## src/hdl/lhg_params.svh

```systemverilog
/*
  Offsets, field positions, reset values and timing counts of the line
  heat guard. Assumes a register file of 32-bit words at byte addresses.
*/
`ifndef LHG_PARAMS_SVH
`define LHG_PARAMS_SVH

// timing
`define LHG_CLK_HZ        40000000
`define LHG_CALC_HZ       1000
`define LHG_SEC_PER_MIN   60
`define LHG_DIV_STEPS     7'h40

// register byte offsets
`define LHG_A_CTRL        8'h00
`define LHG_A_ALARM       8'h04
`define LHG_A_TRIP        8'h08
`define LHG_A_UNLOCK      8'h0C
`define LHG_A_RATED       8'h10
`define LHG_A_BASE        8'h14
`define LHG_A_AMBIENT     8'h18
`define LHG_A_STARTUP     8'h1C
`define LHG_A_LOAD        8'h20
`define LHG_A_TCONST      8'h28
`define LHG_A_STATUS      8'h2C
`define LHG_A_TEMP        8'h30
`define LHG_A_HEAT        8'h34
`define LHG_A_IRQ_STS     8'h38
`define LHG_A_IRQ_MASK    8'h3C

// field positions
`define LHG_F_OP_LO       0
`define LHG_F_OP_HI       1
`define LHG_F_SENSOR      2
`define LHG_F_ALARM       0
`define LHG_F_TRIP        1
`define LHG_F_UNLOCK      2

// reset values
`define LHG_R_ALARM       8'h50
`define LHG_R_TRIP        8'h64
`define LHG_R_UNLOCK      8'h3C
`define LHG_R_RATED       8'h64
`define LHG_R_BASE        8'h19
`define LHG_R_AMBIENT     8'h19
`define LHG_R_STARTUP     8'h00
`define LHG_R_LOAD        8'h64
`define LHG_R_TCONST      10'h00A

// scaling
`define LHG_PCT_FULL      8'h64
`define LHG_PCT_SQ        14'h2710

`endif

```

## src/hdl/lhg_pkg.sv

```systemverilog
/*
  Types of the line heat guard. Assumes lhg_params.svh for constants.
*/
package lhg_pkg;

  typedef enum logic [1:0] {
    LHG_OP_OFF,
    LHG_OP_PULSED,
    LHG_OP_LATCHED
  } lhg_op_t;

  typedef enum logic [1:0] {
    LHG_ST_IDLE,
    LHG_ST_INIT,
    LHG_ST_RATIO,
    LHG_ST_STEP
  } lhg_state_t;

endpackage

```

## src/hdl/lhg_line_heat_guard.sv

```systemverilog
/*
  Line heat guard: per-phase mean square, max select, thermal replica,
  threshold compare, status outputs, register port and interrupt.
  Assumes phase samples, block and heat reset on clk; ambient sensor
  comes from a pin and is synchronised here.
*/
// Decided for this implementation: the register addresses and the strobed register port.
`timescale 1ns/10ps
`default_nettype none
`include "lhg_params.svh"

module lhg_line_heat_guard #(
  parameter int          TICK_CYCLES = `LHG_CLK_HZ / `LHG_CALC_HZ,
  parameter int          RMS_SHIFT   = 5,
  parameter logic [15:0] INOM_CODE   = 16'h1000
) (
  // clock and reset
  input  wire logic        clk,
  input  wire logic        rst_n,
  // phase current samples
  input  wire logic [15:0] phase_a,
  input  wire logic [15:0] phase_b,
  input  wire logic [15:0] phase_c,
  // ambient sensor pin, degrees
  input  wire logic [7:0]  ambient_sensor,
  // control from protection logic
  input  wire logic        block_in,
  input  wire logic        heat_reset,
  // register port
  input  wire logic [7:0]  addr,
  input  wire logic [31:0] wdata,
  input  wire logic        wr_en,
  input  wire logic        rd_en,
  output logic      [31:0] rdata_q,
  // status
  output logic             alarm_q,
  output logic             trip_q,
  output logic             restart_block_q,
  output logic             irq_q
);

  function automatic logic [30:0] lhg_max(input logic [30:0] a,
                                          input logic [30:0] b);
    lhg_max = (a > b) ? a : b;
  endfunction

  //////////////////////////////////////////////////////////////////////////
  // calculation rate tick
  logic [15:0] tick_cnt_q;
  logic        tick_q;
  wire         tick_wrap = (tick_cnt_q == 16'(TICK_CYCLES - 1));

  always_ff @(posedge clk or negedge rst_n) begin
    if (!rst_n) begin
      tick_cnt_q <= 16'h0000;
      tick_q     <= 1'b0;
    end else begin
      tick_cnt_q <= tick_wrap ? 16'h0000 : tick_cnt_q + 16'h0001;
      tick_q     <= tick_wrap;
    end
  end

  //////////////////////////////////////////////////////////////////////////
  // per-phase mean square
  logic [15:0] phase [3];
  logic [30:0] ms_q  [3];
  assign phase[0] = phase_a;
  assign phase[1] = phase_b;
  assign phase[2] = phase_c;

  genvar gi;
  generate
    for (gi = 0; gi < 3; gi++) begin : g_ph
      wire [15:0] mag = phase[gi][15] ? 16'(-phase[gi]) : phase[gi];
      wire [30:0] sq  = 31'(mag) * 31'(mag);
      wire [30:0] ms_d = ms_q[gi] - (ms_q[gi] >> RMS_SHIFT)
                       + (sq >> RMS_SHIFT);
      always_ff @(posedge clk or negedge rst_n) begin
        if (!rst_n) begin
          ms_q[gi] <= 31'h0;
        end else if (tick_q) begin
          ms_q[gi] <= ms_d;
        end
      end
    end
  endgenerate

  wire [30:0] max_ms = lhg_max(lhg_max(ms_q[0], ms_q[1]), ms_q[2]);

  //////////////////////////////////////////////////////////////////////////
  // registers
  lhg_pkg::lhg_op_t op_q;
  logic        sensor_sel_q;
  logic [7:0]  alarm_thr_q;
  logic [7:0]  trip_thr_q;
  logic [7:0]  unlock_thr_q;
  logic [7:0]  rated_temp_q;
  logic [7:0]  base_temp_q;
  logic [7:0]  ambient_set_q;
  logic [7:0]  startup_q;
  logic [7:0]  rated_load_q;
  logic [9:0]  tconst_q;
  logic [2:0]  irq_sts_q;
  logic [2:0]  irq_mask_q;

  wire wr_ctrl   = wr_en && (addr == `LHG_A_CTRL);
  wire wr_alarm  = wr_en && (addr == `LHG_A_ALARM);
  wire wr_trip   = wr_en && (addr == `LHG_A_TRIP);
  wire wr_unlock = wr_en && (addr == `LHG_A_UNLOCK);
  wire wr_rated  = wr_en && (addr == `LHG_A_RATED);
  wire wr_base   = wr_en && (addr == `LHG_A_BASE);
  wire wr_amb    = wr_en && (addr == `LHG_A_AMBIENT);
  wire wr_start  = wr_en && (addr == `LHG_A_STARTUP);
  wire wr_load   = wr_en && (addr == `LHG_A_LOAD);
  wire wr_tc     = wr_en && (addr == `LHG_A_TCONST);
  wire wr_sts    = wr_en && (addr == `LHG_A_IRQ_STS);
  wire wr_mask   = wr_en && (addr == `LHG_A_IRQ_MASK);
  wire [1:0] op_w = wdata[`LHG_F_OP_HI:`LHG_F_OP_LO];

  always_ff @(posedge clk or negedge rst_n) begin
    if (!rst_n) begin
      op_q          <= lhg_pkg::LHG_OP_PULSED;
      sensor_sel_q  <= 1'b0;
      alarm_thr_q   <= `LHG_R_ALARM;
      trip_thr_q    <= `LHG_R_TRIP;
      unlock_thr_q  <= `LHG_R_UNLOCK;
      rated_temp_q  <= `LHG_R_RATED;
      base_temp_q   <= `LHG_R_BASE;
      ambient_set_q <= `LHG_R_AMBIENT;
      startup_q     <= `LHG_R_STARTUP;
      rated_load_q  <= `LHG_R_LOAD;
      tconst_q      <= `LHG_R_TCONST;
      irq_mask_q    <= 3'h0;
    end else begin
      if (wr_ctrl) begin
        op_q         <= (op_w == 2'h3) ? op_q : lhg_pkg::lhg_op_t'(op_w);
        sensor_sel_q <= wdata[`LHG_F_SENSOR];
      end
      if (wr_alarm)  alarm_thr_q   <= wdata[7:0];
      if (wr_trip)   trip_thr_q    <= wdata[7:0];
      if (wr_unlock) unlock_thr_q  <= wdata[7:0];
      if (wr_rated)  rated_temp_q  <= wdata[7:0];
      if (wr_base)   base_temp_q   <= wdata[7:0];
      if (wr_amb)    ambient_set_q <= wdata[7:0];
      if (wr_start)  startup_q     <= wdata[7:0];
      if (wr_load)   rated_load_q  <= wdata[7:0];
      if (wr_tc)     tconst_q      <= wdata[9:0];
      if (wr_mask)   irq_mask_q    <= wdata[2:0];
    end
  end

  //////////////////////////////////////////////////////////////////////////
  // divider shared by init, ratio and step
  lhg_pkg::lhg_state_t st_q;
  logic [63:0] num_q;
  logic [63:0] den_q;
  logic [63:0] rem_q;
  logic [63:0] quo_q;
  logic [6:0]  cnt_q;
  logic [47:0] heat_q;
  logic        step_neg_q;
  logic        init_pend_q;
  logic        ms_new_q;

  wire        div_done = (cnt_q == 7'h00);
  wire [64:0] div_sh   = {rem_q, num_q[63]};
  wire        div_ge   = (div_sh >= {1'b0, den_q});
  wire [64:0] div_rem  = div_ge ? div_sh - {1'b0, den_q} : div_sh;

  wire idle     = (st_q == lhg_pkg::LHG_ST_IDLE);
  wire ld_init  = idle && init_pend_q;
  wire ld_ratio = idle && !init_pend_q && ms_new_q;
  wire ld_step  = (st_q == lhg_pkg::LHG_ST_RATIO) && div_done;
  wire fin_step = (st_q == lhg_pkg::LHG_ST_STEP) && div_done;
  wire fin_init = (st_q == lhg_pkg::LHG_ST_INIT) && div_done;

  // ratio = ms * 100^2 / (load% * inom)^2, result Q16
  wire [44:0] ms_scaled = 45'(max_ms) * 45'(`LHG_PCT_SQ);
  wire [15:0] load_sq   = 16'(rated_load_q) * 16'(rated_load_q);
  wire [31:0] inom_sq   = 32'(INOM_CODE) * 32'(INOM_CODE);
  wire [47:0] den_ratio = 48'(load_sq) * 48'(inom_sq);
  wire [31:0] ratio_sat = (|quo_q[63:32]) ? 32'hFFFFFFFF : quo_q[31:0];
  wire [48:0] diff      = {1'b0, ratio_sat, 16'h0000} - {1'b0, heat_q};
  wire [47:0] diff_mag  = diff[48] ? 48'(-diff) : diff[47:0];
  wire [25:0] den_step  = 26'(tconst_q * 26'(`LHG_SEC_PER_MIN *
                          `LHG_CALC_HZ));

  wire [63:0] ld_num = ld_init  ? {24'h0, startup_q, 32'h0} :
                       ld_ratio ? {3'h0, ms_scaled, 16'h0} :
                                  {16'h0, diff_mag};
  wire [63:0] ld_den = ld_init  ? {56'h0, `LHG_PCT_FULL} :
                       ld_ratio ? {16'h0, den_ratio} :
                                  {38'h0, den_step};
  wire        ld_any = ld_init || ld_ratio || ld_step;

  wire [47:0] heat_step = step_neg_q ? heat_q - quo_q[47:0]
                                     : heat_q + quo_q[47:0];

  always_ff @(posedge clk or negedge rst_n) begin
    if (!rst_n) begin
      num_q <= 64'h0;
      den_q <= 64'h0;
      rem_q <= 64'h0;
      quo_q <= 64'h0;
      cnt_q <= 7'h00;
    end else if (ld_any) begin
      num_q <= ld_num;
      den_q <= ld_den;
      rem_q <= 64'h0;
      quo_q <= 64'h0;
      cnt_q <= `LHG_DIV_STEPS;
    end else if (!div_done) begin
      num_q <= {num_q[62:0], 1'b0};
      rem_q <= div_rem[63:0];
      quo_q <= {quo_q[62:0], div_ge};
      cnt_q <= cnt_q - 7'h01;
    end
  end

  //////////////////////////////////////////////////////////////////////////
  // thermal replica sequencing
  always_ff @(posedge clk or negedge rst_n) begin
    if (!rst_n) begin
      st_q        <= lhg_pkg::LHG_ST_IDLE;
      heat_q      <= 48'h0;
      step_neg_q  <= 1'b0;
      init_pend_q <= 1'b1;
      ms_new_q    <= 1'b0;
    end else begin
      init_pend_q <= heat_reset || (init_pend_q && !ld_init);
      ms_new_q    <= tick_q || (ms_new_q && !ld_ratio);
      case (st_q)
        lhg_pkg::LHG_ST_IDLE: begin
          if (ld_init) begin
            st_q <= lhg_pkg::LHG_ST_INIT;
          end else if (ld_ratio) begin
            st_q <= lhg_pkg::LHG_ST_RATIO;
          end
        end
        lhg_pkg::LHG_ST_INIT: begin
          if (fin_init) begin
            heat_q <= quo_q[47:0];
            st_q   <= lhg_pkg::LHG_ST_IDLE;
          end
        end
        lhg_pkg::LHG_ST_RATIO: begin
          if (ld_step) begin
            step_neg_q <= diff[48];
            st_q       <= lhg_pkg::LHG_ST_STEP;
          end
        end
        lhg_pkg::LHG_ST_STEP: begin
          if (fin_step) begin
            heat_q <= heat_step;
            st_q   <= lhg_pkg::LHG_ST_IDLE;
          end
        end
        default: st_q <= lhg_pkg::LHG_ST_IDLE;
      endcase
    end
  end

  //////////////////////////////////////////////////////////////////////////
  // temperature
  logic [7:0]  amb_s1_q;
  logic [7:0]  amb_s2_q;
  logic [15:0] temp_q;

  wire [7:0]  ref_deg  = (rated_temp_q > base_temp_q) ?
                         rated_temp_q - base_temp_q : 8'h00;
  wire [55:0] over_fx  = 56'(heat_q) * 56'(ref_deg);
  wire [15:0] over_deg = (|over_fx[55:48]) ? 16'hFF00 : over_fx[47:32];
  wire [7:0]  amb_deg  = sensor_sel_q ? amb_s2_q : ambient_set_q;
  wire [15:0] temp_d   = over_deg + {8'h00, amb_deg};

  always_ff @(posedge clk or negedge rst_n) begin
    if (!rst_n) begin
      amb_s1_q <= 8'h00;
      amb_s2_q <= 8'h00;
      temp_q   <= 16'h0000;
    end else begin
      amb_s1_q <= ambient_sensor;
      amb_s2_q <= amb_s1_q;
      temp_q   <= temp_d;
    end
  end

  //////////////////////////////////////////////////////////////////////////
  // threshold compare and status
  logic hold_q;
  logic hot_prev_q;

  wire active  = (op_q != lhg_pkg::LHG_OP_OFF) && !block_in;
  wire latched = (op_q == lhg_pkg::LHG_OP_LATCHED);
  wire hot     = (temp_q > {8'h00, trip_thr_q});
  wire warm    = (temp_q > {8'h00, alarm_thr_q});
  wire cool    = (temp_q < {8'h00, unlock_thr_q});
  wire hold_d  = active && (hot || (hold_q && !cool));
  wire pulse_d = active && hot && !hot_prev_q;
  wire trip_d  = latched ? hold_d : pulse_d;
  wire alarm_d = active && warm;

  always_ff @(posedge clk or negedge rst_n) begin
    if (!rst_n) begin
      hold_q          <= 1'b0;
      hot_prev_q      <= 1'b0;
      alarm_q         <= 1'b0;
      trip_q          <= 1'b0;
      restart_block_q <= 1'b0;
    end else begin
      hold_q          <= hold_d;
      hot_prev_q      <= active && hot;
      alarm_q         <= alarm_d;
      trip_q          <= trip_d;
      restart_block_q <= hold_d;
    end
  end

  //////////////////////////////////////////////////////////////////////////
  // interrupts
  wire [2:0] irq_ev = {hold_q && !hold_d, trip_d && !trip_q,
                       alarm_d && !alarm_q};
  wire [2:0] irq_sts_d = irq_ev | (irq_sts_q & ~(wr_sts ? wdata[2:0]
                                                       : 3'h0));

  always_ff @(posedge clk or negedge rst_n) begin
    if (!rst_n) begin
      irq_sts_q <= 3'h0;
      irq_q     <= 1'b0;
    end else begin
      irq_sts_q <= irq_sts_d;
      irq_q     <= |(irq_sts_d & irq_mask_q);
    end
  end

  //////////////////////////////////////////////////////////////////////////
  // read port
  logic [31:0] rd_mux;

  always_comb begin
    rd_mux = 32'h0;
    if (addr == `LHG_A_CTRL) begin
      rd_mux = {29'h0, sensor_sel_q, op_q};
    end else if (addr == `LHG_A_ALARM) begin
      rd_mux = {24'h0, alarm_thr_q};
    end else if (addr == `LHG_A_TRIP) begin
      rd_mux = {24'h0, trip_thr_q};
    end else if (addr == `LHG_A_UNLOCK) begin
      rd_mux = {24'h0, unlock_thr_q};
    end else if (addr == `LHG_A_RATED) begin
      rd_mux = {24'h0, rated_temp_q};
    end else if (addr == `LHG_A_BASE) begin
      rd_mux = {24'h0, base_temp_q};
    end else if (addr == `LHG_A_AMBIENT) begin
      rd_mux = {24'h0, ambient_set_q};
    end else if (addr == `LHG_A_STARTUP) begin
      rd_mux = {24'h0, startup_q};
    end else if (addr == `LHG_A_LOAD) begin
      rd_mux = {24'h0, rated_load_q};
    end else if (addr == `LHG_A_TCONST) begin
      rd_mux = {22'h0, tconst_q};
    end else if (addr == `LHG_A_STATUS) begin
      rd_mux = {29'h0, restart_block_q, trip_q, alarm_q};
    end else if (addr == `LHG_A_TEMP) begin
      rd_mux = {16'h0, temp_q};
    end else if (addr == `LHG_A_HEAT) begin
      rd_mux = heat_q[47:16];
    end else if (addr == `LHG_A_IRQ_STS) begin
      rd_mux = {29'h0, irq_sts_q};
    end else if (addr == `LHG_A_IRQ_MASK) begin
      rd_mux = {29'h0, irq_mask_q};
    end
  end

  always_ff @(posedge clk or negedge rst_n) begin
    if (!rst_n) begin
      rdata_q <= 32'h0;
    end else begin
      rdata_q <= rd_en ? rd_mux : 32'h0;
    end
  end

endmodule

`default_nettype wire

```

## config.mk

```make
export PLATFORM = sky130hd
export DESIGN_NAME = lhg_line_heat_guard
export DESIGN_NICKNAME = d
export VERILOG_FILES = /design/src/hdl/lhg_pkg.sv /design/src/hdl/lhg_line_heat_guard.sv
export VERILOG_INCLUDE_DIRS = /design/src /design/src/hdl
export SDC_FILE = /design/constraint.sdc
export NUM_CORES = 2
export LEC_CHECK = 0
export ABC_CLOCK_PERIOD_IN_PS = 11500
export BUFFER_PORTS_ARGS = -buffer_cell sky130_fd_sc_hd__buf_2
export CAP_MARGIN = 20
export CORE_ASPECT_RATIO = 1.5
export CORE_MARGIN = 2
export CORE_UTILIZATION = 55
export CTS_BUF_LIST = sky130_fd_sc_hd__clkbuf_4 sky130_fd_sc_hd__clkbuf_8
export CTS_CLUSTER_DIAMETER = 100
export DETAILED_ROUTE_END_ITERATION = 8
export PLACE_DENSITY = 0.76
export REMOVE_ABC_BUFFERS = 1
export SYNTH_ARGS = -nofsm -noshare
export SYNTH_HDL_FRONTEND = slang
export SYNTH_SLANG_ARGS = --single-unit
```

## constraint.sdc

```tcl
create_clock -name clk -period 11.5 [get_ports clk]
set_input_delay 1.725 -clock clk [delete_from_list [all_inputs] [get_ports clk]]
set_output_delay 1.725 -clock clk [all_outputs]
set_load 0.02 [all_outputs]
```

==> results_dict.tcl <==
set metrics [dict create \
    totalWireLength_mm 226 \
    gp_congestion 0.993 \
    netlist.area_leader.share_pct 23.7 \
    rsz0062_at_grt "true" \
    postRouteAntennaNets 0 \
    ctsHtreeMaxLevel 3 \
    fin_ws_ns -0.0484 \
    skew_ns 0.120 \
    timing.critical_path.arrival_ns 12.23 \
    core_area_um2 148000 \
    place_ws_ns -1.28 \
    ys_ff_latch 550 \
    io_buffers 115 \
    path_depth 42 \
    clkSlewWorstSetupHoldPaths_ns 0.06 \
    status "complete, but fails checks" \
    min_from "amb_s1_q[3]" \
    worstSetupPathType "input port to flip-flop" \
    clockBufferDepth 3 \
    detail_route.vias_per_cell 5.86 \
    syn_avg_cell_area_um2 8.80 \
    wire_per_inst_um 19.4 \
    violations "setup timing" \
    required_ns 12.19 \
    setup_violations 2 \
    drc 0 \
    chipHeight_um 476 \
    hold_path_depth 0 \
    start_util_pct 55.3 \
    design_area_um2 89500 \
    ctsHoldBuffers 0 \
    dpl.hpwl_mm 181 \
    numCtsBuffers 91 \
    grt_pass1_vias 72100 \
    die-area_um2 151000 \
    slew_violations 0 \
    grt_max_degree 167 \
    ys_types 105 \
    synth_commonest_cells "inv_1, fa_1, ha_1" \
    min_period_ns 11.55 \
    yosysTopAreaCell "fa_1" \
    synth_ff_type "dfrtp_1" \
    synth_top_cells_by_area "fa_1, dfrtp_1, ha_1" \
    synthCells 9268 \
    synth_edf_count 0 \
    cts.root.buffer_cell "clkbuf_8" \
    post-route-util_pct 60.6 \
    dieWidth_um 318 \
    grt_antenna_before_repair 4 \
    slowest_stage "fa_1" \
    fmax_ghz 0.0866 \
    syn_to_final_growth_pct 9.72 \
    rows 173 \
    firstDrtPassIters 8 \
    critPathMaxFanout 5 \
    cts_sinks 550 \
    slowest_delay_ns 0.57 \
    place_area_um2 86800 \
    worst_pin_slew_ns 1.12 \
    reg2regPathDepth 44 \
    layout.nets 11600 \
    cts_tree "done" \
    path_delay_family "adder cells" \
    end_kind "flip-flop" \
    drive_gt1_share_pct 10.9 \
    fin_cells 11600 \
    overflow 0 \
    cp_common_cell "fa_1" \
    drv_cap 0 \
    slew_headroom_pct 25.4 \
    dp_cells 11400 \
    synth_most_common_cell "inv_1" \
    grt_usage_pct 30.3 \
    ios 138 \
    r2r-start "rated_temp_q[0]" \
    startpoint "phase_b[3]" \
    hold_viol 0 \
    crit_buf_inv 7 \
    yosys_warnings 0 \
    timing.final.crit_share_pct 100 \
    clk_latency_ns 0.87 \
    vias 68100 \
    ys_seq_area_share_pct 16.9 \
    crit_path_start_kind "input port" \
    synth.cell_area_um2 81600 \
    drtIter0Drc 4472 \
    grt_pass1_wl_mm 370 \
    hold_path.class "flip-flop to flip-flop" \
    synth-async-reset-ratio_pct 100 \
]
==> final timing paths <==
check,end,slack [ns]
setup / recovery,ms_q[61],-0.05
hold / removal,amb_s2_q[3],0.35
setup reg to reg,temp_q[12],0.72
hold reg to reg,amb_s2_q[3],0.35
max in group asynchronous,hold_q,9.05
min in group asynchronous,heat_q[39],0.95
==> flip-flops by register name, indices dropped and copies added, names as in the netlist, 10 cells and up <==
register	count
rem_q	64
quo_q	64
num_q	64
tconst_q	10
temp_q	16
tick_cnt_q	16
heat_q	48
den_q	36
ms_q	93
rdata_q	32
==> cell families after synthesis <==
family,Yosys count,synth area share [%]
xor+xnor,523,5.62
simple gates,2466,14.3
buf+inv,1817,8.39
flops,550,16.9
other cells,2,0.00921
mux,200,2.63
fa+ha+maj,1862,37.4
compound gates,1848,14.7
==> cells in the final DEF, fill, tap and decap left out, types with 41 or more instances in the layout <==
cell type and count:
buf_4 425, nand3_1 128, o21bai_1 44, mux2_2 111, xor2_1 183, ha_1 887
o21a_1 92, o22ai_1 42, dfrtp_1 523, nor3_1 341, clkbuf_8 112, xnor2_1 328
nand2_1 732, nor2_1 609, mux2i_1 88, and2_1 140, buf_2 112, nand2b_1 85
and3_1 46, a21o_1 208, a21oi_1 431, or2_2 55, nor4_1 41, a31oi_1 58
nor2b_1 58, nand4_1 45, o21ai_0 455, fa_1 963, a22oi_1 64, a22o_1 71
or3_1 47, inv_1 1442
==> metal layers <==
layer	wire length (um)	vias up	track usage, %
met5	0	-	0
met4	16200	0	19.4
met3	11900	747	4.35
met2	115000	2225	54.5
met1	83100	33500	33.6
li1	-	31700	-
==> through the flow <==
step / TNS (ns) / hold WS, ns
3_5_place_dp: -13.04 / 0.338
3_3_place_gp: -8.82 / 0.332
2_1_floorplan: -163.49 / 0.331
4_1_cts: 0 / 0.353
5_1_grt: -2.16 / 0.365
6_report: -0.0546 / 0.348
==> final cells by class <==
| type | instances | area, um^2 |
|---|---|---|
| Clock buffer | 141 | 1760 |
| Clock inverter | 27 | 297 |
| Inverter | 1497 | 5620 |
| Fill cell | 12700 | 58100 |
| Tap cell | 1925 | 2410 |
| Timing Repair Buffer | 549 | 3950 |
| Antenna cell | 4 | 10.0 |
| Multi-Input combinational cell | 6935 | 61700 |
| Sequential cell | 550 | 13800 |
==> repair_timing <==
| action | 4_1_cts | 5_1_grt |
|---|---|---|
| pin swaps | 14 | 54 |
| resized for setup | 13 | 95 |
| buffers inserted | 5 | 12 |
| endpoints found under the setup margin | 7 | 24 |
Power is not shown: default switching activity piles up to over one toggle a cycle in this logic, so the estimate is an artifact.
